<file path="config.mk">
export PLATFORM = sky130hd
export DESIGN_NAME = ssc_ctrl
export DESIGN_NICKNAME = d
export VERILOG_FILES = /design/src/ssc_pkg.sv /design/src/ssc_sync3.sv /design/src/ssc_ctrl.sv
export SDC_FILE = /design/constraint.sdc
export NUM_CORES = 1
export LEC_CHECK = 0
export ABC_AREA = 0
export BUFFER_PORTS_ARGS = -buffer_cell sky130_fd_sc_hd__buf_2
export CAP_MARGIN = 20
export CELL_PAD_IN_SITES_DETAIL_PLACEMENT = 0
export CELL_PAD_IN_SITES_GLOBAL_PLACEMENT = 1
export CORE_ASPECT_RATIO = 1.5
export CORE_MARGIN = 2
export CORE_UTILIZATION = 45
export CTS_CLUSTER_SIZE = 10
export DETAILED_ROUTE_END_ITERATION = 8
export PLACE_DENSITY_LB_ADDON = 0.08
export SKIP_LAST_GASP = 1
export SLEW_MARGIN = 10
export SYNTH_ARGS = -nofsm -noshare
export SYNTH_HDL_FRONTEND = slang
export SYNTH_SLANG_ARGS = --single-unit
</file>
<file path="constraint.sdc">
create_clock -name core_clk -period 3.3 [get_ports core_clk]
set_input_delay 0.495 -clock core_clk [delete_from_list [all_inputs] [get_ports core_clk]]
set_output_delay 0.495 -clock core_clk [all_outputs]
set_load 0.03 [all_outputs]
</file>
<file path="src/ssc_pkg.sv">
// What this block does
// - clock codes 000-110 internal, 111 external
// - bit order: 0 lsb first, 1 msb first
// - start writes 1 begin; 0 requests reserved stop
// - mode 00 stop, 01 tx, 10 rx, 11 both
// - edge, clock, order locked while transfer active
// - only mode 00 accepted while transfer active
// - start stays 0 when mode is 00
// - slow modes run only with clock code 110
// - deep power modes force mode and start 0
// - status bit 7 shows transfer active
// - status bit 6 shows shifting in progress
// - status bit 5 sticky receive overrun
// - status bit 3 sticky transmit underrun
// - status read clears overrun and underrun
// - status bit 4 receive done, cleared by data read
// - status bit 2 transmit buffer holds data
// - mode 00 write clears all status bits
// - status bits 1-0 read 0; all reset 0
// - clock gate bit 0 makes block unusable
// - edge bit picks drive and sample edges
// - start sets active, shifting, raises request
package ssc_pkg;
    localparam logic [15:0] OFS_CONTROL  = 16'h001f;
    localparam logic [15:0] OFS_STATUS   = 16'h0020;
    localparam logic [15:0] OFS_DATA     = 16'h0021;
    localparam logic [15:0] OFS_PWR_GATE = 16'h0f76;
    localparam int CTL_EDG    = 7;
    localparam int CTL_CKS_HI = 6;
    localparam int CTL_CKS_LO = 4;
    localparam int CTL_DIR    = 3;
    localparam int CTL_START  = 2;
    localparam int CTL_MODE_HI = 1;
    localparam int PWR_GATE_BIT = 0;
    localparam logic [7:0] CONTROL_RST = 8'h00;
    localparam logic [7:0] TXBUF_RST   = 8'hff;
    localparam logic [7:0] RXBUF_RST   = 8'h00;
    localparam logic [2:0] CKS_SLOW_OK = 3'h6;
    localparam logic [2:0] CKS_EXT     = 3'h7;
    localparam logic [2:0] LAST_BIT    = 3'h7;
    localparam logic [1:0] LF_DIV_LAST = 2'h3;
    typedef enum logic [1:0] {
        MODE_STOP = 2'b00,
        MODE_TX   = 2'b01,
        MODE_RX   = 2'b10,
        MODE_TXRX = 2'b11
    } ssc_mode_t;
    typedef enum logic [1:0] {
        ST_IDLE  = 2'b00,
        ST_SHIFT = 2'b01,
        ST_WAIT  = 2'b10
    } ssc_state_t;
    // half period of the internal serial clock, minus one, in gear clocks
    function automatic logic [8:0] ssc_half_cnt(input logic [2:0] cks);
        unique case (cks)
            3'h0: ssc_half_cnt = 9'h0ff;
            3'h1: ssc_half_cnt = 9'h01f;
            3'h2: ssc_half_cnt = 9'h00f;
            3'h3: ssc_half_cnt = 9'h007;
            3'h4: ssc_half_cnt = 9'h003;
            3'h5: ssc_half_cnt = 9'h001;
            default: ssc_half_cnt = 9'h000;
        endcase
    endfunction
    // slow modes only allow code 110
    function automatic logic ssc_clk_ok(input logic slow, input logic [2:0] cks);
        ssc_clk_ok = !slow || (cks == CKS_SLOW_OK);
    endfunction
endpackage

</file>
<file path="src/ssc_sync3.sv">
`timescale 1ns/1ps
`default_nettype none
module ssc_sync3 (
    // clock and reset
    input  wire logic core_clk,
    input  wire logic sys_rst,
    // pin side
    input  wire logic pin_in,
    // core side
    output logic      level_r,
    output logic      rise,
    output logic      fall
);
    logic s1_r;
    logic s2_r;
    logic s3_r;

    always_ff @(posedge core_clk) begin
        if (sys_rst) begin
            s1_r <= 1'b0;
            s2_r <= 1'b0;
            s3_r <= 1'b0;
        end else begin
            s1_r <= pin_in;
            s2_r <= s1_r;
            s3_r <= s2_r;
        end
    end

    // a change counts only once the last two stages agree
    always_ff @(posedge core_clk) begin
        if (sys_rst) begin
            level_r <= 1'b0;
        end else if (s2_r == s3_r) begin
            level_r <= s3_r;
        end
    end

    assign rise = (s2_r == s3_r) && s3_r && !level_r;
    assign fall = (s2_r == s3_r) && !s3_r && level_r;
endmodule
`default_nettype wire

</file>
<file path="src/ssc_ctrl.sv">
// Chosen here: the address-and-strobe port.
`timescale 1ns/1ps
`default_nettype none
module ssc_ctrl
    import ssc_pkg::*;
#(
    parameter int ADDR_W = 16
) (
    // clock and reset
    input  wire logic              core_clk,
    input  wire logic              sys_rst,
    // register port
    input  wire logic [ADDR_W-1:0] reg_addr,
    input  wire logic [7:0]        reg_wdata,
    input  wire logic              reg_wr,
    input  wire logic              reg_rd,
    output logic [7:0]             reg_rdata,
    // power modes
    input  wire logic              pm_deep_enter,
    input  wire logic              pm_slow,
    input  wire logic              low_frequency_clock,
    // serial pins
    input  wire logic              serial_clock_pin_i,
    output logic                   serial_clock_pin_o,
    output logic                   serial_clock_pin_oe_n,
    input  wire logic              serial_in_pin,
    output logic                   serial_out_pin,
    // request
    output logic                   serial_irq
);
    if (ADDR_W < 12) begin : g_addr_chk
        $error("ssc_ctrl: ADDR_W too small for the register map");
    end

    logic       edg_r;
    logic [2:0] cks_r;
    logic       dir_r;
    logic       start_r;
    ssc_mode_t  mode_r;
    logic       gate_en_r;
    ssc_state_t state_r;
    logic       stop_r;
    logic [7:0] shreg_r;
    logic [2:0] bitcnt_r;
    logic [7:0] txbuf_r;
    logic [7:0] rxbuf_r;
    logic       tx_buffer_full_flag_r;
    logic       rx_done_flag_r;
    logic       rx_overrun_flag_r;
    logic       tx_underrun_flag_r;
    logic       sclk_r;
    logic [8:0] div_r;
    logic [1:0] lf_cnt_r;
    logic       so_r;
    logic       irq_r;
    logic [7:0] rdata_r;

    logic       sclk_lvl;
    logic       sclk_rise;
    logic       sclk_fall;
    logic       si_lvl;
    logic       lf_rise;

    ssc_sync3 u_sync_sclk (
        .core_clk (core_clk),
        .sys_rst  (sys_rst),
        .pin_in   (serial_clock_pin_i),
        .level_r  (sclk_lvl),
        .rise     (sclk_rise),
        .fall     (sclk_fall)
    );

    ssc_sync3 u_sync_si (
        .core_clk (core_clk),
        .sys_rst  (sys_rst),
        .pin_in   (serial_in_pin),
        .level_r  (si_lvl),
        .rise     (),
        .fall     ()
    );

    ssc_sync3 u_sync_lf (
        .core_clk (core_clk),
        .sys_rst  (sys_rst),
        .pin_in   (low_frequency_clock),
        .level_r  (),
        .rise     (lf_rise),
        .fall     ()
    );

    // register decode
    logic       wr_ctl;
    logic       wr_buf;
    logic       wr_pwr;
    logic       rd_stat;
    logic       rd_buf;
    ssc_mode_t  w_mode;
    logic       active;
    logic       shifting;
    logic       ext_clk;
    logic       run_ok;
    logic       tx_on;
    logic       rx_on;

    // writes other than the gate register are dead while the gate is off
    assign wr_ctl   = reg_wr && gate_en_r && (reg_addr == ADDR_W'(OFS_CONTROL));
    assign wr_buf   = reg_wr && gate_en_r && (reg_addr == ADDR_W'(OFS_DATA));
    assign wr_pwr   = reg_wr && (reg_addr == ADDR_W'(OFS_PWR_GATE));
    assign rd_stat  = reg_rd && (reg_addr == ADDR_W'(OFS_STATUS));
    assign rd_buf   = reg_rd && (reg_addr == ADDR_W'(OFS_DATA));
    assign w_mode   = ssc_mode_t'(reg_wdata[CTL_MODE_HI:0]);
    assign active   = (state_r != ST_IDLE);
    assign shifting = (state_r == ST_SHIFT);
    assign ext_clk  = (cks_r == CKS_EXT);
    assign run_ok   = gate_en_r && ssc_clk_ok(pm_slow, cks_r);
    assign tx_on    = mode_r[0];
    assign rx_on    = mode_r[1];

    // control events
    logic start_evt;
    logic forced;
    logic stop_req;

    assign start_evt = wr_ctl && !pm_deep_enter && !active && reg_wdata[CTL_START]
                       && (w_mode != MODE_STOP)
                       && ssc_clk_ok(pm_slow, reg_wdata[CTL_CKS_HI:CTL_CKS_LO]);
    assign forced    = pm_deep_enter || (wr_ctl && (w_mode == MODE_STOP));
    assign stop_req  = wr_ctl && active && !reg_wdata[CTL_START] && (w_mode != MODE_STOP);

    // serial clock edges
    logic tick;
    logic drive_e;
    logic sample_e;

    assign tick     = shifting && run_ok && !ext_clk
                      && (pm_slow ? (lf_rise && lf_cnt_r == LF_DIV_LAST)
                                  : (div_r == ssc_half_cnt(cks_r)));
    // leaving the idle level is always the drive edge
    assign drive_e  = shifting && run_ok && (ext_clk ? (edg_r ? sclk_rise : sclk_fall)
                                                    : (tick && sclk_r == !edg_r));
    assign sample_e = shifting && run_ok && (ext_clk ? (edg_r ? sclk_fall : sclk_rise)
                                                    : (tick && sclk_r == edg_r));

    logic [7:0] shift_nxt;
    logic       byte_end;
    logic       stopping;
    logic       reload;
    logic [7:0] load_val;
    logic       underrun;
    logic       rx_done;

    assign shift_nxt = dir_r ? {shreg_r[6:0], si_lvl} : {si_lvl, shreg_r[7:1]};
    assign byte_end  = sample_e && (bitcnt_r == LAST_BIT);
    assign stopping  = stop_r || stop_req;
    assign reload    = (byte_end && tx_on && tx_buffer_full_flag_r && !stopping)
                       || (state_r == ST_WAIT && (wr_buf || tx_buffer_full_flag_r) && !stop_req);
    assign load_val  = (state_r == ST_WAIT && wr_buf) ? reg_wdata : txbuf_r;
    // with an external clock the partner keeps clocking, so no wait is possible
    assign underrun  = byte_end && tx_on && !tx_buffer_full_flag_r && !stopping && ext_clk;
    assign rx_done   = byte_end && rx_on;

    // control register
    always_ff @(posedge core_clk) begin
        if (sys_rst) begin
            {edg_r, cks_r, dir_r, start_r} <= CONTROL_RST[7:2];
            mode_r <= MODE_STOP;
        end else if (pm_deep_enter) begin
            mode_r  <= MODE_STOP;
            start_r <= 1'b0;
        end else if (wr_ctl && !active) begin
            edg_r   <= reg_wdata[CTL_EDG];
            cks_r   <= reg_wdata[CTL_CKS_HI:CTL_CKS_LO];
            dir_r   <= reg_wdata[CTL_DIR];
            mode_r  <= w_mode;
            start_r <= start_evt;
        end else if (wr_ctl) begin
            if (w_mode == MODE_STOP) begin
                mode_r  <= MODE_STOP;
                start_r <= 1'b0;
            end else begin
                start_r <= reg_wdata[CTL_START];
            end
        end
    end

    // clock gate
    always_ff @(posedge core_clk) begin
        if (sys_rst) begin
            gate_en_r <= 1'b0;
        end else if (wr_pwr) begin
            gate_en_r <= reg_wdata[PWR_GATE_BIT];
        end
    end

    // transfer sequencer
    always_ff @(posedge core_clk) begin
        if (sys_rst) begin
            state_r <= ST_IDLE;
        end else if (forced) begin
            state_r <= ST_IDLE;
        end else if (start_evt) begin
            state_r <= ST_SHIFT;
        end else begin
            unique case (state_r)
                ST_IDLE: state_r <= ST_IDLE;
                ST_SHIFT: begin
                    if (byte_end && stopping) begin
                        state_r <= ST_IDLE;
                    end else if (byte_end && tx_on && !tx_buffer_full_flag_r && !ext_clk) begin
                        state_r <= ST_WAIT;
                    end
                end
                ST_WAIT: begin
                    if (stop_req) begin
                        state_r <= ST_IDLE;
                    end else if (reload) begin
                        state_r <= ST_SHIFT;
                    end
                end
                default: state_r <= ST_IDLE;
            endcase
        end
    end

    always_ff @(posedge core_clk) begin
        if (sys_rst || state_r == ST_IDLE) begin
            stop_r <= 1'b0;
        end else if (stop_req) begin
            stop_r <= 1'b1;
        end
    end

    // shift register and bit count
    always_ff @(posedge core_clk) begin
        if (sys_rst) begin
            shreg_r  <= RXBUF_RST;
            bitcnt_r <= '0;
        end else if (start_evt || reload) begin
            shreg_r  <= start_evt ? txbuf_r : load_val;
            bitcnt_r <= '0;
        end else if (sample_e) begin
            shreg_r  <= shift_nxt;
            bitcnt_r <= bitcnt_r + 3'h1;
        end
    end

    always_ff @(posedge core_clk) begin
        if (sys_rst || !shifting) begin
            so_r <= 1'b1;
        end else if (drive_e) begin
            so_r <= dir_r ? shreg_r[7] : shreg_r[0];
        end
    end

    // internal serial clock
    always_ff @(posedge core_clk) begin
        if (sys_rst) begin
            sclk_r <= 1'b1;
        end else if (!shifting) begin
            sclk_r <= !edg_r;
        end else if (tick) begin
            sclk_r <= !sclk_r;
        end
    end

    always_ff @(posedge core_clk) begin
        if (sys_rst || !shifting || tick) begin
            div_r <= '0;
        end else if (run_ok && !pm_slow) begin
            div_r <= div_r + 9'h001;
        end
    end

    // slow clock is the low-frequency clock over eight
    always_ff @(posedge core_clk) begin
        if (sys_rst || !shifting) begin
            lf_cnt_r <= '0;
        end else if (lf_rise && pm_slow) begin
            lf_cnt_r <= lf_cnt_r + 2'h1;
        end
    end

    // data buffers
    always_ff @(posedge core_clk) begin
        if (sys_rst) begin
            txbuf_r <= TXBUF_RST;
        end else if (wr_buf) begin
            txbuf_r <= reg_wdata;
        end
    end

    always_ff @(posedge core_clk) begin
        if (sys_rst) begin
            rxbuf_r <= RXBUF_RST;
        end else if (rx_done) begin
            rxbuf_r <= shift_nxt;
        end
    end

    // status flags
    always_ff @(posedge core_clk) begin
        if (sys_rst || forced) begin
            tx_buffer_full_flag_r <= 1'b0;
        end else if (wr_buf && state_r != ST_WAIT) begin
            tx_buffer_full_flag_r <= 1'b1;
        end else if (start_evt || reload) begin
            tx_buffer_full_flag_r <= 1'b0;
        end
    end

    always_ff @(posedge core_clk) begin
        if (sys_rst || forced) begin
            rx_done_flag_r <= 1'b0;
        end else if (rx_done) begin
            rx_done_flag_r <= 1'b1;
        end else if (rd_buf) begin
            rx_done_flag_r <= 1'b0;
        end
    end

    // a new error in the reading cycle survives the read
    always_ff @(posedge core_clk) begin
        if (sys_rst || forced) begin
            rx_overrun_flag_r <= 1'b0;
        end else if (rx_done && rx_done_flag_r && !rd_buf) begin
            rx_overrun_flag_r <= 1'b1;
        end else if (rd_stat) begin
            rx_overrun_flag_r <= 1'b0;
        end
    end

    always_ff @(posedge core_clk) begin
        if (sys_rst || forced) begin
            tx_underrun_flag_r <= 1'b0;
        end else if (underrun) begin
            tx_underrun_flag_r <= 1'b1;
        end else if (rd_stat) begin
            tx_underrun_flag_r <= 1'b0;
        end
    end

    always_ff @(posedge core_clk) begin
        if (sys_rst) begin
            irq_r <= 1'b0;
        end else begin
            irq_r <= !forced && (start_evt || reload || (byte_end && !tx_on && !stopping));
        end
    end

    // read port
    logic [7:0] status;
    assign status = {active, shifting, rx_overrun_flag_r, rx_done_flag_r, tx_underrun_flag_r, tx_buffer_full_flag_r, 2'b00};

    always_ff @(posedge core_clk) begin
        if (sys_rst) begin
            rdata_r <= 8'h00;
        end else if (reg_rd) begin
            if (reg_addr == ADDR_W'(OFS_CONTROL)) begin
                rdata_r <= {edg_r, cks_r, dir_r, start_r, mode_r};
            end else if (rd_stat) begin
                rdata_r <= status;
            end else if (rd_buf) begin
                rdata_r <= rxbuf_r;
            end else if (wr_pwr || reg_addr == ADDR_W'(OFS_PWR_GATE)) begin
                rdata_r <= {7'h00, gate_en_r};
            end else begin
                rdata_r <= 8'h00;
            end
        end else begin
            rdata_r <= 8'h00;
        end
    end

    assign reg_rdata             = rdata_r;
    assign serial_irq            = irq_r;
    assign serial_out_pin        = so_r;
    assign serial_clock_pin_o    = sclk_r;
    assign serial_clock_pin_oe_n = !(gate_en_r && !ext_clk);
endmodule
`default_nettype wire

</file>
# Word level (Yosys, flattened, before mapping)
# Index checks and enable logic that the tools add are counted.
[totals] ff_bits=77 in_bits=33 output_inout_bits=12 word_cells=210
[classes] addsub=3 eq_ne=28 n_mux=37 bitwise=2 n_reduce_logical=105
[op_table] operator="8-bit two-way mux" n=8
[op_table] operator="1-bit logical AND" n=53
[op_table] operator="8-bit one-hot mux with 6 select lines" n=1
[op_table] operator="16-bit by 6-bit equality test with 1-bit output, second input constant" n=2
[op_table] operator="1-bit two-way mux" n=20
[op_table] operator="3-bit equality test, second input constant" n=6
[op_table] operator="1-bit logical NOT" n=18
[op_table] operator="2-bit nonzero test" n=9
[op_table] operator="16-bit by 12-bit equality test with 1-bit output, second input constant" n=1
[op_table] operator="16-bit by 5-bit equality test with 1-bit output, second input constant" n=1
[op_table] operator="2-bit two-way mux" n=7
[op_table] operator="1-bit logical OR" n=13
[op_table] operator="9-bit by 1-bit adder with 9-bit output, second input constant" n=1
[op_table] operator="9-bit equality test" n=1
[op_table] operator="2-bit AND reduction" n=4
[op_table] operator="2-bit OR reduction" n=4
[op_table] operator="3-bit by 2-bit equality test with 1-bit output, second input constant" n=2
[op_table] operator="1-bit equality test" n=5
[op_table] operator="2-bit equality test, second input constant" n=2
[op_table] operator="2-bit logical NOT" n=2
[op_table] operator="4-bit by 1-bit != test with 1-bit output, second input constant" n=1
[op_table] operator="4-bit != test, second input constant" n=1
[op_table] operator="2-bit one-hot mux with 2 select lines" n=1
[op_table] operator="3-bit by 1-bit adder with 3-bit output, second input constant" n=1
[op_table] operator="10 further kinds" n=11

# Longest topological paths before layout
# Gate-level depths: netlist (run 1).
[logic_depth] depth_word=18 ltp_mapped=10 depth_no_buf=9

# Hierarchy
# Synthesis (run 1) repeated with hierarchy kept, for this count alone.
[hier_totals] cells_unflattened=471 hier_area_um2=4105.2
[by_module_without_submodules] module="ssc_ctrl" instances=1 cells_each=426 area_each_um2=3639.7 seq_area_each_um2=1301.2
[by_module_without_submodules] module="ssc_sync3" instances=3 cells_each=15 area_each_um2=155.1 seq_area_each_um2=80.1

# Worst setup path after synthesis (run 1)
# No wires, ideal clock.
[synth_path] kind="input port to flip-flop" startpoint="input reg_addr[9]" endpoint="register shreg_r[4]" arrival_ns=2.482 t_required_ns=3.157 slack_ns=0.675 stages=8 n_path_buf=1 cell_sequence="or4_1 -> nor2_1 -> nand4_2 -> a211o_1 -> o211a_1 -> buf_6 -> a211oi_2 -> a211oi_2"
[synth_via] elab_chain_cells=11 word_cells_on_any_way=26 cone_classes="eq/ne (2); mux (3); reduce/logical (21)"
[synth_rtl] item="start, declared" line_no="ssc_ctrl.sv:13" source="input wire logic [ADDR_W-1:0] reg_addr,"
[synth_rtl] item="16-bit by 5-bit equality test with 1-bit output" line_no="ssc_ctrl.sv:106" source="assign wr_ctl = reg_wr && gate_en_r && (reg_addr == ADDR_W'(OFS_CONTROL));"
[synth_rtl] item="1-bit logical AND" line_no="ssc_ctrl.sv:106"
[synth_rtl] item="1-bit logical AND (3 in a row)" line_no="ssc_ctrl.sv:128" source="assign stop_req = wr_ctl && active && !reg_wdata[CTL_START] && (w_mode != MODE_STOP);"
[synth_rtl] item="1-bit logical OR" line_no="ssc_ctrl.sv:154" source="assign stopping = stop_r || stop_req;"
[synth_rtl] item="1-bit logical NOT" line_no="ssc_ctrl.sv:155" source="assign reload = (byte_end && tx_on && tx_buffer_full_flag_r && !stopping)"
[synth_rtl] item="1-bit logical AND" line_no="ssc_ctrl.sv:155"
[synth_rtl] item="1-bit logical OR" line_no="ssc_ctrl.sv:156" source="|| (state_r == ST_WAIT && (wr_buf || tx_buffer_full_flag_r) && !stop_req);"
[synth_rtl] item="1-bit logical OR" line_no="ssc_ctrl.sv:238" source="end else if (start_evt || reload) begin"
[synth_rtl] item="8-bit two-way mux or 2-bit nonzero test (tied branches)"
[synth_rtl] item="end signal, assigned" line_no="ssc_ctrl.sv:239" source="shreg_r <= start_evt ? txbuf_r : load_val;"
[synth_rtl] item="end signal, assigned" line_no="ssc_ctrl.sv:242" source="shreg_r <= shift_nxt;"
[synth_rtl] item="end, declared" line_no="ssc_ctrl.sv:43" source="logic [7:0] shreg_r;"
# Parallel ways exist; a longest one is shown, timed or not.
# A chain may end at the register's enable or synchronous reset.

# Worst setup path after layout (run 1)
[layout_path] startpoint="register cks_r[1]" endpoint="register shreg_r[7]"
[layout_via] elab_chain_cells=16 word_cells_on_any_way=28 cone_classes="eq/ne (8); mux (4); reduce/logical (16)"
[layout_rtl] item="start, declared" line_no="ssc_ctrl.sv:36" source="logic [2:0] cks_r;"
[layout_rtl] item="start signal, assigned" line_no="ssc_ctrl.sv:165" source="{edg_r, cks_r, dir_r, start_r} <= CONTROL_RST[7:2];"
[layout_rtl] item="start signal, assigned" line_no="ssc_ctrl.sv:172" source="cks_r <= reg_wdata[CTL_CKS_HI:CTL_CKS_LO];"
[layout_rtl] item="branches (longest 8 deep; another with 9-bit equality test)"
[layout_rtl] item="1-bit logical AND *" line_no="ssc_ctrl.sv:141" source="assign sample_e = shifting && run_ok && (ext_clk ? (edg_r ? sclk_fall : sclk_rise)"
[layout_rtl] item="1-bit logical AND" line_no="ssc_ctrl.sv:153" source="assign byte_end = sample_e && (bitcnt_r == LAST_BIT);"
[layout_rtl] item="1-bit logical AND (3 in a row)" line_no="ssc_ctrl.sv:155"
[layout_rtl] item="1-bit logical OR" line_no="ssc_ctrl.sv:156"
[layout_rtl] item="1-bit logical OR" line_no="ssc_ctrl.sv:238"
[layout_rtl] item="8-bit two-way mux or 2-bit nonzero test (tied branches)"
# Mark *: on every way between the ends.

==> impl_results.rst, run 1 <==
.. list-table::
   :header-rows: 1

   * - Metric
     - Value
   * - Worst Hold Path Cells
     - 2
   * - Worst-Margin Slew
     - 0.8061 ns
   * - Worst slew slack as a fraction of its limit
     - 46.09%
   * - First-pass iteration count of the detailed router
     - 5
   * - Slowest CP cell
     - sky130_fd_sc_hd__dfxtp_1
   * - Data arrival time of the worst path
     - 3.11 ns
   * - Count of flip-flops with a built-in enable after synthesis
     - 0
   * - Critical path required time
     - 3.56 ns
   * - Destination of the worst hold path
     - u_sync_si.s1_r
   * - Total power consumption of the routed design
     - 2.295 mW
   * - Outcome
     - finished, final reports clean
   * - Count leader, synth
     - sky130_fd_sc_hd__dfxtp_1
   * - Bufs on Longest Clock Path
     - 2
   * - Total global routing track utilization
     - 21.17%
   * - Worst supply voltage drop on vdd
     - about 0.00027 V
   * - Synthesis-to-layout area growth
     - 17.47%
   * - Static Leakage
     - roughly 1.7 nW
   * - Starting density of the core
     - 45.50%
   * - Slowest stage delay, CP
     - 0.63 ns
   * - Critical Path Sink Type
     - flip-flop
   * - Top-area cell type share of the netlist area
     - 38.84%
   * - Sum of routed wire length over all layers
     - 9516 µm
   * - Number of fillers in the final layout
     - about 850
   * - Final Core Density
     - 53.44%
   * - Critical hold path startpoint
     - serial_in_pin
   * - Fin nets
     - 521
   * - Sequential share of the synthesized area
     - between 30% and 40%
   * - Maximum clock rate
     - 0.3517 GHz
   * - Hold buffer count at cts
     - 0
   * - Source-to-sink clock delay at the later pin of the worst-skew pair
     - approximately 0.34 ns
   * - Top cell types by occurrence after synthesis
     - sky130_fd_sc_hd__dfxtp_1 (77), sky130_fd_sc_hd__nor2_1 (60), sky130_fd_sc_hd__mux2i_1 (24)
   * - Maximum number of pins on one net before global-route repair
     - 38
   * - Startpoint type of the worst setup path
     - flip-flop
   * - Cell area after synthesis
     - roughly 4000 µm²
   * - Startpoint of the worst register-to-register path
     - cks_r[1]
   * - End of the worst register-to-register path
     - shreg_r[7]
   * - Avg Cell Area, Syn
     - 9.000 µm²
   * - Minimum period implied by the final worst setup slack
     - 2.844 ns
   * - Count of state elements after synthesis
     - 77
   * - Top cells by area in the synthesized netlist
     - sky130_fd_sc_hd__dfxtp_1 (39%), sky130_fd_sc_hd__mux2i_1 (6.1%), sky130_fd_sc_hd__nor2_1 (5.7%), sky130_fd_sc_hd__a211oi_2 (3.8%), sky130_fd_sc_hd__ha_1 (3.2%)
   * - Period utilization
     - 86.17%
   * - # H-tree levels
     - 3
   * - Die Wd
     - 80.68 µm
   * - Remaining antenna violation count after routing
     - 0
   * - Number of standard cells after synthesis
     - roughly 440
   * - Total of endpoints with negative setup slack in the final report
     - 0
   * - Overall die height
     - roughly 120 µm
   * - First-pass GRT wire length
     - 15650 µm
   * - Worst min-delay path category
     - input port to flip-flop
   * - Clock Pin Slew Worst Setup and Hold Paths
     - 0.06 ns
   * - Cell-by-cell trace of the critical path
     - o21ai_0, xor2_1, nor4_1, a31oi_2, nand2b_1, mux2i_1, a211oi_2
   * - Total count of hold-check failures in the final report
     - 0
   * - Post-route setup TNS
     - 0 ns
   * - Routability cong.
     - 0.8732
   * - Maximum fanout along the worst path
     - 14
   * - Synth async-reset ratio
     - 0%
   * - Post-CTS Repair Setup Buffers
     - 0
   * - Pwr Density
     - 492.2 nW/µm²
   * - Standard-cell rows
     - 42
   * - Final max-slew violation count
     - 0
   * - Total clock buffers created by CTS
     - 9
   * - Crit path kind
     - flip-flop to flip-flop
   * - Reg2Reg Setup Slack
     - 0.46 ns
   * - Synth Flop Type
     - sky130_fd_sc_hd__dfxtp_1
   * - Cell taking the most area after synthesis
     - sky130_fd_sc_hd__dfxtp_1
   * - Die area
     - 9603 µm²
   * - Clock root cell
     - sky130_fd_sc_hd__clkbuf_16
   * - Total of buffers placed on input and output ports
     - 44
   * - Number of violations reported at the end of detailed-routing iteration 0
     - 156
   * - Count of yosys warnings during synthesis
     - 0
   * - Via-per-instance ratio
     - around 5.5
   * - Clock sink count
     - 77
   * - Unique cell type count in the Yosys netlist
     - between 50 and 60
   * - Number of cells traversed by the worst register-to-register path
     - 7
   * - Ports
     - 45
   * - Initial antenna violation count
     - 0
   * - Half-perimeter wire length after detailed placement
     - 6994 µm
   * - Wire length per cell
     - 16.05 µm
   * - Number of diodes
     - 0
   * - Max-cap violations
     - 0
   * - Total number of vias
     - 3272
   * - Placeable core area
     - 8723 µm²
   * - TritonCTS clock tree
     - done
   * - DRC violation count after routing
     - 0
   * - Worst setup skew after layout
     - 0.008158 ns
   * - Post-synthesis net count
     - between 400 and 500
   * - Share of post-route cells with drive strength above 1
     - 21.33%
   * - Via count of the first global-routing pass
     - around 3200
   * - Unrepaired setup endpoints after global routing
     - no
   * - Aggregate global routing overflow
     - 0
   * - CTS resizes
     - 0
state kept, by name, summed over array words and instances (netlist names), 2 cells and up:
signal and cells:
rxbuf_r 8, bitcnt_r 3, shreg_r 8, lf_cnt_r 2, state_r 2, reg_rdata 8, mode_r 2, txbuf_r 8
cks_r 3, div_r 9
critical path, delay by kind of cell, from the launching register on:
family | cells | cell delay, ns
AND/OR/NAND/NOR | 2 | 0.90
AO/OA/AOI/OAI | 3 | 0.82
multiplexers | 1 | 0.22
flip-flops | 1 | 0.63
XOR/XNOR | 1 | 0.18
metrics by stage:
stage | setup WS [ns] | hold WS [ns] | cell area, µm² | std cells
2_1_floorplan | 0.6753 | 0.4138 | 3969 | 441
3_3_place_gp | 0.3715 | 0.4176 | 4274 | 577
3_5_place_dp | 0.3271 | 0.4330 | 4274 | 577
4_1_cts | 0.4318 | 0.3673 | 4662 | 593
5_1_grt | 0.1669 | 0.3746 | 4662 | 593
6_report | 0.4563 | 0.3674 | 4662 | 593
area by class of cell:
type / count / area (µm²) / share of cell area [%]
well taps: 110 / 137.6 / 2.952
multi-input cells: 322 / 2238 / 48.01
clock buffers: 10 / 229.0 / 4.911
clock inverters: 6 / 158.9 / 3.408
flip-flops and latches: 77 / 1541 / 33.06
inverters: 15 / 56.30 / 1.208
repair buffers: 53 / 300.3 / 6.441
worst max path at each step:
stage                             from          to  slack (ns)  cells after the start
final                         cks_r[1]  shreg_r[7]        0.46                      7
after global routing          cks_r[1]  shreg_r[5]        0.17                      7
after CTS                     cks_r[1]  shreg_r[5]        0.43                      7
after detailed placement  reg_addr[13]  shreg_r[6]        0.33                      9
after global placement    reg_addr[13]  shreg_r[4]        0.37                      9
after floorplan            reg_addr[9]  shreg_r[4]        0.68                      8
logic make-up after synthesis:
family | Yosys count | share of synthesized area, %
adders and majority gates | 10 | 3.153
buffers and inverters | 42 | 4.760
DFF | 77 | 38.84
muxes | 34 | 8.890
AOI/OAI and AO/OA | 91 | 18.16
and+or+nand+nor | 171 | 22.67
xor gates and xnor gates | 16 | 3.531
cell usage in the layout (no fill, tap or decap), types with 15 or more instances in the layout:
cell type / netlist / routed
sky130_fd_sc_hd__o21ai_0: 15 / 15
sky130_fd_sc_hd__nand2_1: 18 / 18
sky130_fd_sc_hd__buf_2: 4 / 44
sky130_fd_sc_hd__dfxtp_1: 77 / 77
sky130_fd_sc_hd__nor3_1: 18 / 18
sky130_fd_sc_hd__a21oi_1: 17 / 17
sky130_fd_sc_hd__nor2_1: 60 / 60
sky130_fd_sc_hd__mux2i_1: 24 / 24
metal layers:
layer	track usage, %	vias up	routed length (µm)
met5	0	-	0
met4	10.59	0	268
met3	4.015	15	478
met2	34.22	77	4489
met1	26.52	1521	4279
li1	-	1659	-
power by group:
part	switching, mW	internal [mW]	total (mW)
clock	0.398	0.894	1.29
sequential	0.00201	0.934	0.936
combinational	0.0411	0.0260	0.0670
Power figures use the tool's default switching activity.
==> run 2: changes to the inputs <==
- SYNTH_HIERARCHICAL: not set -> 1
==> run 2 against run 1 <==
Against the previous run:
- hold slack better by 0.0059 ns
- die area up 2.5%
- synthesized area rose by 2.6%
- first-iteration DRC count fell by 0.64%
- clock power is 24% lower
- clock-buffer cell count rose by 2
- sequential power about the same
- sequential share of layout area is 0.55 points lower
- total power shrank 13%
- global-route usage grew 3.3 points
- register-to-register slack improved by 0.08 ns
- sequential cell count unchanged
- largest power group unchanged
- highest routed layer unchanged
==> impl_results.rst, run 2 <==
.. list-table::
   :header-rows: 1

   * - Metric
     - Value
   * - Outcome
     - finished, final reports clean
   * - Number of standard cells after synthesis
     - 467 (+5.9%)
   * - Number of diodes
     - 0 (unchanged)
   * - Minimum period implied by the final worst setup slack
     - 2.761 ns (-0.08253 ns)
   * - Placeable core area
     - 8828 µm² (+1.2%)
   * - # H-tree levels
     - 3 (unchanged)
   * - Register bank with the most flops
     - div_r
   * - Min Hold Slack
     - 0.3733 ns (+0.005939 ns)
   * - Commonest non-fill, non-tap cells in the layout
     - sky130_fd_sc_hd__dfxtp_1 (77), sky130_fd_sc_hd__buf_2 (44), sky130_fd_sc_hd__nor2_1 (42), sky130_fd_sc_hd__nand2_1 (40)
   * - Starting density of the core
     - 46.15% (+0.65 points)
   * - Maximum fanout along the worst path
     - 23 (+9)
   * - Unrepaired setup endpoints after global routing
     - no
   * - Startpoint of the worst register-to-register path
     - u_sync_lf/s3_r
   * - Overall die height
     - 120.5 µm (+1.3%)
   * - Slowest CP cell
     - sky130_fd_sc_hd__a211oi_2
   * - Total global routing track utilization
     - 24.43% (+3.3 points)
   * - Post-route setup TNS
     - 0 ns (unchanged)
   * - Half-perimeter wire length after detailed placement
     - 8678 µm (+24%)
   * - Standard-cell rows
     - 42 (unchanged)
   * - Via-per-instance ratio
     - 5.665 (+2.7%)
   * - Initial antenna violation count
     - 0 (unchanged)
   * - Bufs on Longest Clock Path
     - 2 (unchanged)
   * - Data arrival time of the worst path
     - 3.01 ns (-0.10 ns)
   * - CTS resizes
     - 0 (unchanged)
   * - Clock Pin Slew Worst Setup and Hold Paths
     - 0.06 ns (about the same)
   * - TritonCTS clock tree
     - done
   * - Routability cong.
     - 0.9275 (+6.2%)
   * - Cell-by-cell trace of the critical path
     - ha_1, nor2b_1, and3_1, a31oi_1, a211oi_2, a21o_1, buf_4, a21oi_1, a311oi_1
   * - Count of yosys warnings during synthesis
     - 6 (+6)
   * - Hold buffer count at cts
     - 0 (unchanged)
   * - Cell area after synthesis
     - 4074 µm² (+2.6%)
   * - Aggregate global routing overflow
     - 0 (unchanged)
   * - Via count of the first global-routing pass
     - 3460 (+7.6%)
   * - Worst slew slack as a fraction of its limit
     - 53.08% (+7.0 points)
   * - Pwr Density
     - 420.8 nW/µm² (-15%)
   * - Worst-Margin Slew
     - 0.7012 ns (-0.1050 ns)
   * - Worst setup endpoint
     - rxbuf_r[0]
   * - Source-to-sink clock delay at the later pin of the worst-skew pair
     - 0.33 ns (about the same)
   * - Slowest stage delay, CP
     - 0.43 ns (-0.20 ns)
   * - Post-synthesis net count
     - 512 (+5.8%)
   * - Ports
     - 45 (unchanged)
   * - Most common cell after layout, fill and taps aside
     - sky130_fd_sc_hd__dfxtp_1
   * - Number of violations reported at the end of detailed-routing iteration 0
     - 155 (-0.64%)
   * - Crit path kind
     - flip-flop to flip-flop
   * - Sum of routed wire length over all layers
     - 11210 µm (+18%)
   * - Static Leakage
     - 1.836 nW (+8.4%)
   * - First-pass GRT wire length
     - 17880 µm (+14%)
   * - Total of endpoints with negative setup slack in the final report
     - 0 (unchanged)
   * - Total count of hold-check failures in the final report
     - 0 (unchanged)
   * - Die Wd
     - 81.69 µm (+1.2%)
   * - Reg2Reg Setup Slack
     - 0.54 ns (+0.08 ns)
   * - Critical Path Sink Type
     - flip-flop
   * - Clock root cell
     - sky130_fd_sc_hd__clkbuf_16
   * - Total clock buffers created by CTS
     - 9 (unchanged)
   * - Period utilization
     - 83.67% (-2.5 points)
   * - Startpoint type of the worst setup path
     - flip-flop
   * - Critical path required time
     - 3.54 ns (-0.02 ns)
   * - Final max-slew violation count
     - 0 (unchanged)
   * - Number of flip-flops in the largest register
     - 9 (unchanged)
   * - Worst min-delay path category
     - input port to flip-flop
   * - Synthesis-to-layout area growth
     - 16.37%
   * - First-pass iteration count of the detailed router
     - 4 (-1)
   * - Maximum number of pins on one net before global-route repair
     - 35 (-7.9%)
   * - End of the worst register-to-register path
     - rxbuf_r[0]
   * - Avg Cell Area, Syn
     - 8.724 µm² (-3.1%)
   * - Total of buffers placed on input and output ports
     - 44 (unchanged)
   * - Maximum clock rate
     - 0.3622 GHz (+3.0%)
   * - Wire length per cell
     - 17.87 µm (+11%)
   * - Share of post-route cells with drive strength above 1
     - 20.31% (-1.0 points)
   * - Worst setup skew after layout
     - 0.007789 ns (-0.0003689 ns)
   * - Critical path launch point
     - u_sync_lf/s3_r
   * - Clock sink count
     - 77 (unchanged)
   * - DRC violation count after routing
     - 0 (unchanged)
   * - Post-CTS Repair Setup Buffers
     - 0 (unchanged)
   * - Worst setup margin
     - 0.5389 ns (+0.08253 ns)
   * - Die area
     - 9845 µm² (+2.5%)
   * - Fin nets
     - 557 (+6.9%)
   * - Number of cells traversed by the worst register-to-register path
     - 9 (+2)
   * - Remaining antenna violation count after routing
     - 0 (unchanged)
   * - Worst supply voltage drop on vdd
     - 0.0003385 V (+25%)
   * - Max-cap violations
     - 0 (unchanged)
   * - Dpl ws
     - 0.3640 ns (+0.03693 ns)
   * - Total number of vias
     - 3552 (+8.6%)
## run 2: changes by cell type in the layout (fill, tap and decap cells not counted), moves of 8 or more
cell	delta
sky130_fd_sc_hd__a211o_1	-8
sky130_fd_sc_hd__a211oi_2	-11
sky130_fd_sc_hd__nand3_1	+15
sky130_fd_sc_hd__nor2_1	-18
sky130_fd_sc_hd__a211oi_1	+9
sky130_fd_sc_hd__a21oi_1	+12
sky130_fd_sc_hd__buf_4	+11
sky130_fd_sc_hd__a311oi_1	+10
sky130_fd_sc_hd__nand2_1	+22
sky130_fd_sc_hd__nor3_1	-9
## run 2: layer usage
layer / track usage [%] / vias up / share of wire (%)
li1: - / 1794 / -
met4: 10.83 / 0 / 3.4
met3: 4.478 / 21 / 4.6
met1: 27.56 / 1646 / 39
met5: 0 / - / 0
met2: 43.55 / 91 / 53
## run 2: layout make-up
type,count,area (µm²)
Fill cell,862,4088
Multi-Input combinational cell,345,2345
Sequential cell,77,1541
Timing Repair Buffer,63,362.8
Clock buffer,12,246.5
Tap cell,110,137.6
Inverter,16,60.06
Clock inverter,4,47.55
## run 2: critical path: cells and delay by family, from the launching register on
kind            cells  cell delay [ns]
fa+ha+maj           1             0.14
buf+inv             1             0.33
flops               1             0.34
simple gates        2             0.56
compound gates      5             1.30
## run 2: power by group
| group | internal, mW | leakage, nW | switching [mW] | total [mW] |
|---|---|---|---|---|
| Combinational | 0.0305 | 1.07 | 0.0519 | 0.0825 |
| Clock | 0.604 | 0.143 | 0.372 | 0.976 |
| Sequential | 0.935 | 0.622 | 0.00210 | 0.937 |
| Total | 1.57 | 1.84 | 0.426 | 2.00 |
## run 2: through the flow
stage	cells	power, mW	util (%)	cell area, µm²
floorplan	467	0.9920	-	4074
global placement	611	1.039	50.37	4447
detailed placement	611	1.040	50.37	4447
CTS	627	2.022	53.70	4741
global route	627	2.064	53.70	4741
finish	627	1.995	53.70	4741
## run 2: worst min path at each step
| stage | cells after the start | endpoint | slack (ns) | from |
|---|---|---|---|---|
| after CTS | 2 | u_sync_si/s1_r | 0.36 | serial_in_pin |
| after global routing | 2 | u_sync_lf/s1_r | 0.38 | low_frequency_clock |
| final | 2 | u_sync_si/s1_r | 0.37 | serial_in_pin |
| after floorplan | 1 | u_sync_lf/s2_r | 0.41 | u_sync_lf/s1_r |
| after detailed placement | 1 | u_sync_lf/s2_r | 0.43 | u_sync_lf/s1_r |
| after global placement | 1 | u_sync_sclk/s2_r | 0.43 | u_sync_sclk/s1_r |
==> run 3: changes to the inputs <==
- clock period: 3.3 -> 2.7 ns (I/O delays scaled with it)
==> run 3 against run 2 <==
Against the previous run:
- core utilization increased by 1.6 points
- sequential share of layout area decreased by 0.92 points
- hold slack got worse by 0.093 ns
- die area unchanged
- fmax increased by 11%
- total power increased by 23%
- via count increased by 3.5%
- clock-buffer cell count decreased by 2
- register-to-register slack got worse by 0.33 ns
- first-iteration DRC count increased by 34%
- non-clock buffer count increased by 14
- clock skew about the same
==> impl_results.rst, run 3 (synthesis gave the netlist of run 2 again) <==
.. list-table::
   :header-rows: 1

   * - Metric
     - Value
   * - Outcome
     - finished, final reports clean
   * - Source-to-sink clock delay at the later pin of the worst-skew pair
     - 0.34 ns (about the same)
   * - Cell internal pwr
     - 1.917 mW (+22%)
   * - Worst setup skew after layout
     - 0.007401 ns (-0.0003880 ns)
   * - Worst slew slack as a fraction of its limit
     - 56.22% (+3.1 points)
   * - Share of post-route cells with drive strength above 1
     - 22.79% (+2.5 points)
   * - Via count of the first global-routing pass
     - 3610 (+4.3%)
   * - Die Wd
     - 81.69 µm (unchanged)
   * - Pwr Density
     - 503.0 nW/µm² (+20%)
   * - Maximum number of pins on one net before global-route repair
     - 34 (-2.9%)
   * - Half-perimeter wire length after detailed placement
     - 8982 µm (+3.5%)
   * - Placeable core area
     - 8828 µm² (unchanged)
   * - Via-per-instance ratio
     - 5.733 (+1.2%)
   * - Clock root cell
     - sky130_fd_sc_hd__clkbuf_16
   * - Final max-slew violation count
     - 0 (unchanged)
   * - Total number of vias
     - 3675 (+3.5%)
   * - Overall die height
     - 120.5 µm (unchanged)
   * - Post-CTS Repair Setup Buffers
     - 0 (unchanged)
   * - First-pass GRT wire length
     - 18460 µm (+3.2%)
   * - Total clock buffers created by CTS
     - 9 (unchanged)
   * - Total global routing track utilization
     - 25.08% (+0.65 points)
   * - Commonest non-fill, non-tap cells in the layout
     - sky130_fd_sc_hd__dfxtp_1 (77), sky130_fd_sc_hd__buf_2 (44), sky130_fd_sc_hd__nor2_1 (42), sky130_fd_sc_hd__nand2_1 (40), sky130_fd_sc_hd__buf_4 (31)
   * - Min Hold Slack
     - 0.2801 ns (-0.09325 ns)
   * - DRC violation count after routing
     - 0 (unchanged)
   * - Number of flip-flops in the largest register
     - 9 (unchanged)
   * - Worst min-delay path category
     - input port to flip-flop
   * - Period utilization
     - 92.11% (+8.4 points)
   * - Register bank with the most flops
     - div_r
   * - Static Leakage
     - 1.910 nW (+4.1%)
   * - CTS resizes
     - 0 (unchanged)
   * - # H-tree levels
     - 3 (unchanged)
   * - Initial antenna violation count
     - 0 (unchanged)
   * - Crit path kind
     - flip-flop to flip-flop
   * - Aggregate global routing overflow
     - 0 (unchanged)
   * - Startpoint type of the worst setup path
     - flip-flop
   * - Unrepaired setup endpoints after global routing
     - no
   * - Die area
     - 9845 µm² (unchanged)
   * - Standard-cell rows
     - 42 (unchanged)
   * - Minimum period implied by the final worst setup slack
     - 2.487 ns (-0.2740 ns)
   * - Starting density of the core
     - 46.15% (unchanged)
   * - Switching power of the nets
     - 537.4 µW (+26%)
   * - GR Util met1
     - 28.45% (+0.89 points)
   * - Total of endpoints with negative setup slack in the final report
     - 0 (unchanged)
   * - Met2 Usage GRT
     - 45.75% (+2.2 points)
   * - Worst-Margin Slew
     - 0.6559 ns (-0.04533 ns)
   * - Post-route setup TNS
     - 0 ns (unchanged)
   * - Sequential cell fraction of total power
     - 46.7% (-0.3 points)
   * - Maximum clock rate
     - 0.4021 GHz (+11%)
   * - Routability cong.
     - 0.9049 (-2.4%)
   * - Number of violations reported at the end of detailed-routing iteration 0
     - 207 (+34%)
   * - Sum of routed wire length over all layers
     - 11610 µm (+3.6%)
   * - Maximum fanout along the worst path
     - 7 (-70%)
   * - Number of diodes
     - 0 (unchanged)
   * - Combinational power share
     - 4.2% (about the same)
   * - Number of fillers in the final layout
     - 856 (-0.70%)
   * - Fin nets
     - 571 (+2.5%)
   * - Critical Path Sink Type
     - flip-flop
   * - Number of cells traversed by the worst register-to-register path
     - 7 (-2)
   * - Switching power as a share of total power
     - 21.90% (+0.55 points)
   * - Clk network pwr share
     - 49.2% (+0.3 points)
   * - TritonCTS clock tree
     - done
   * - Wire length per cell
     - 18.11 µm (+1.3%)
   * - Total of buffers placed on input and output ports
     - 44 (unchanged)
   * - Total count of hold-check failures in the final report
     - 0 (unchanged)
   * - Hold buffer count at cts
     - 0 (unchanged)
   * - Synthesis-to-layout area growth
     - 19.75%
   * - First-pass iteration count of the detailed router
     - 4 (unchanged)
   * - Clock Pin Slew Worst Setup and Hold Paths
     - 0.06 ns (about the same)
   * - Most common cell after layout, fill and taps aside
     - sky130_fd_sc_hd__dfxtp_1
   * - Ports
     - 45 (unchanged)
   * - Worst supply voltage drop on vdd
     - 0.0005827 V (+72%)
   * - Data arrival time of the worst path
     - 2.71 ns (-0.30 ns)
   * - Max-cap violations
     - 0 (unchanged)
   * - Most utilized layer in the global route result
     - met2
   * - Critical path required time
     - 2.92 ns (-0.62 ns)
   * - Clock sink count
     - 77 (unchanged)
   * - Worst Hold Path Cells
     - 2 (unchanged)
   * - Global-route track usage on met3
     - 3.507% (-0.97 points)
   * - Remaining antenna violation count after routing
     - 0 (unchanged)
   * - Bufs on Longest Clock Path
     - 2 (unchanged)
run 3: stage by stage:
| stage | instance area, µm² | instances | power [mW] | setup slack, ns | utilization (%) |
|---|---|---|---|---|---|
| after floorplan | 4074 | 467 | 1.212 | 0.2270 | - |
| after global placement | 4577 | 625 | 1.272 | 0.1847 | 51.84 |
| after detailed placement | 4577 | 625 | 1.273 | 0.1574 | 51.84 |
| after CTS | 4878 | 641 | 2.482 | 0.2082 | 55.26 |
| after global routing | 4878 | 641 | 2.545 | 0.06056 | 55.26 |
| final | 4878 | 641 | 2.454 | 0.2129 | 55.26 |
run 3: path summary, 6_finish.rpt:
kind                                          from          endpoint  slack (ns)
worst min register to register      u_sync_si/s2_r    u_sync_si/s3_r        0.44
worst max-delay path                      cks_r[1]        shreg_r[6]        0.21
worst max register to register            cks_r[1]        shreg_r[6]        0.21
worst min-delay path            serial_clock_pin_i  u_sync_sclk/s1_r        0.28
run 3: per-layer routing:
metal / vias to the layer above / share of wire [%]
li1: 1817 / -
met1: 1739 / 40
met2: 96 / 54
met3: 23 / 3.6
met4: 0 / 2.6
met5: - / 0
run 3: final cells by class:
class                      instances  area [µm²]  share of cell area, %
clock inverter                     6       62.56                  1.282
tap                              110       137.6                  2.821
clock buffer                      10       239.0                  4.899
sequential                        77        1541                  31.60
multi-input combinational        345        2345                  48.06
timing repair buffer              77       493.0                  10.11
inverter                          16       60.06                  1.231
run 3: power by group through the flow:
stage / Combinational, mW / Clock, mW / Sequential, mW
after floorplan: 0.0432 / 0 / 1.17
after global placement: 0.102 / 0 / 1.17
after detailed placement: 0.103 / 0 / 1.17
after CTS: 0.103 / 1.23 / 1.14
after global routing: 0.112 / 1.29 / 1.14
final: 0.102 / 1.21 / 1.15
run 3: worst max-delay path: stages (launching register included):
cell and delay [ns]:
sky130_fd_sc_hd__dfxtp_1 0.45, sky130_fd_sc_hd__o211ai_1 0.13, sky130_fd_sc_hd__o32a_1 0.33, sky130_fd_sc_hd__a2111oi_4 0.50, sky130_fd_sc_hd__a21oi_2 0.15, sky130_fd_sc_hd__o31a_1 0.34, sky130_fd_sc_hd__buf_4 0.18, sky130_fd_sc_hd__mux2_4 0.30
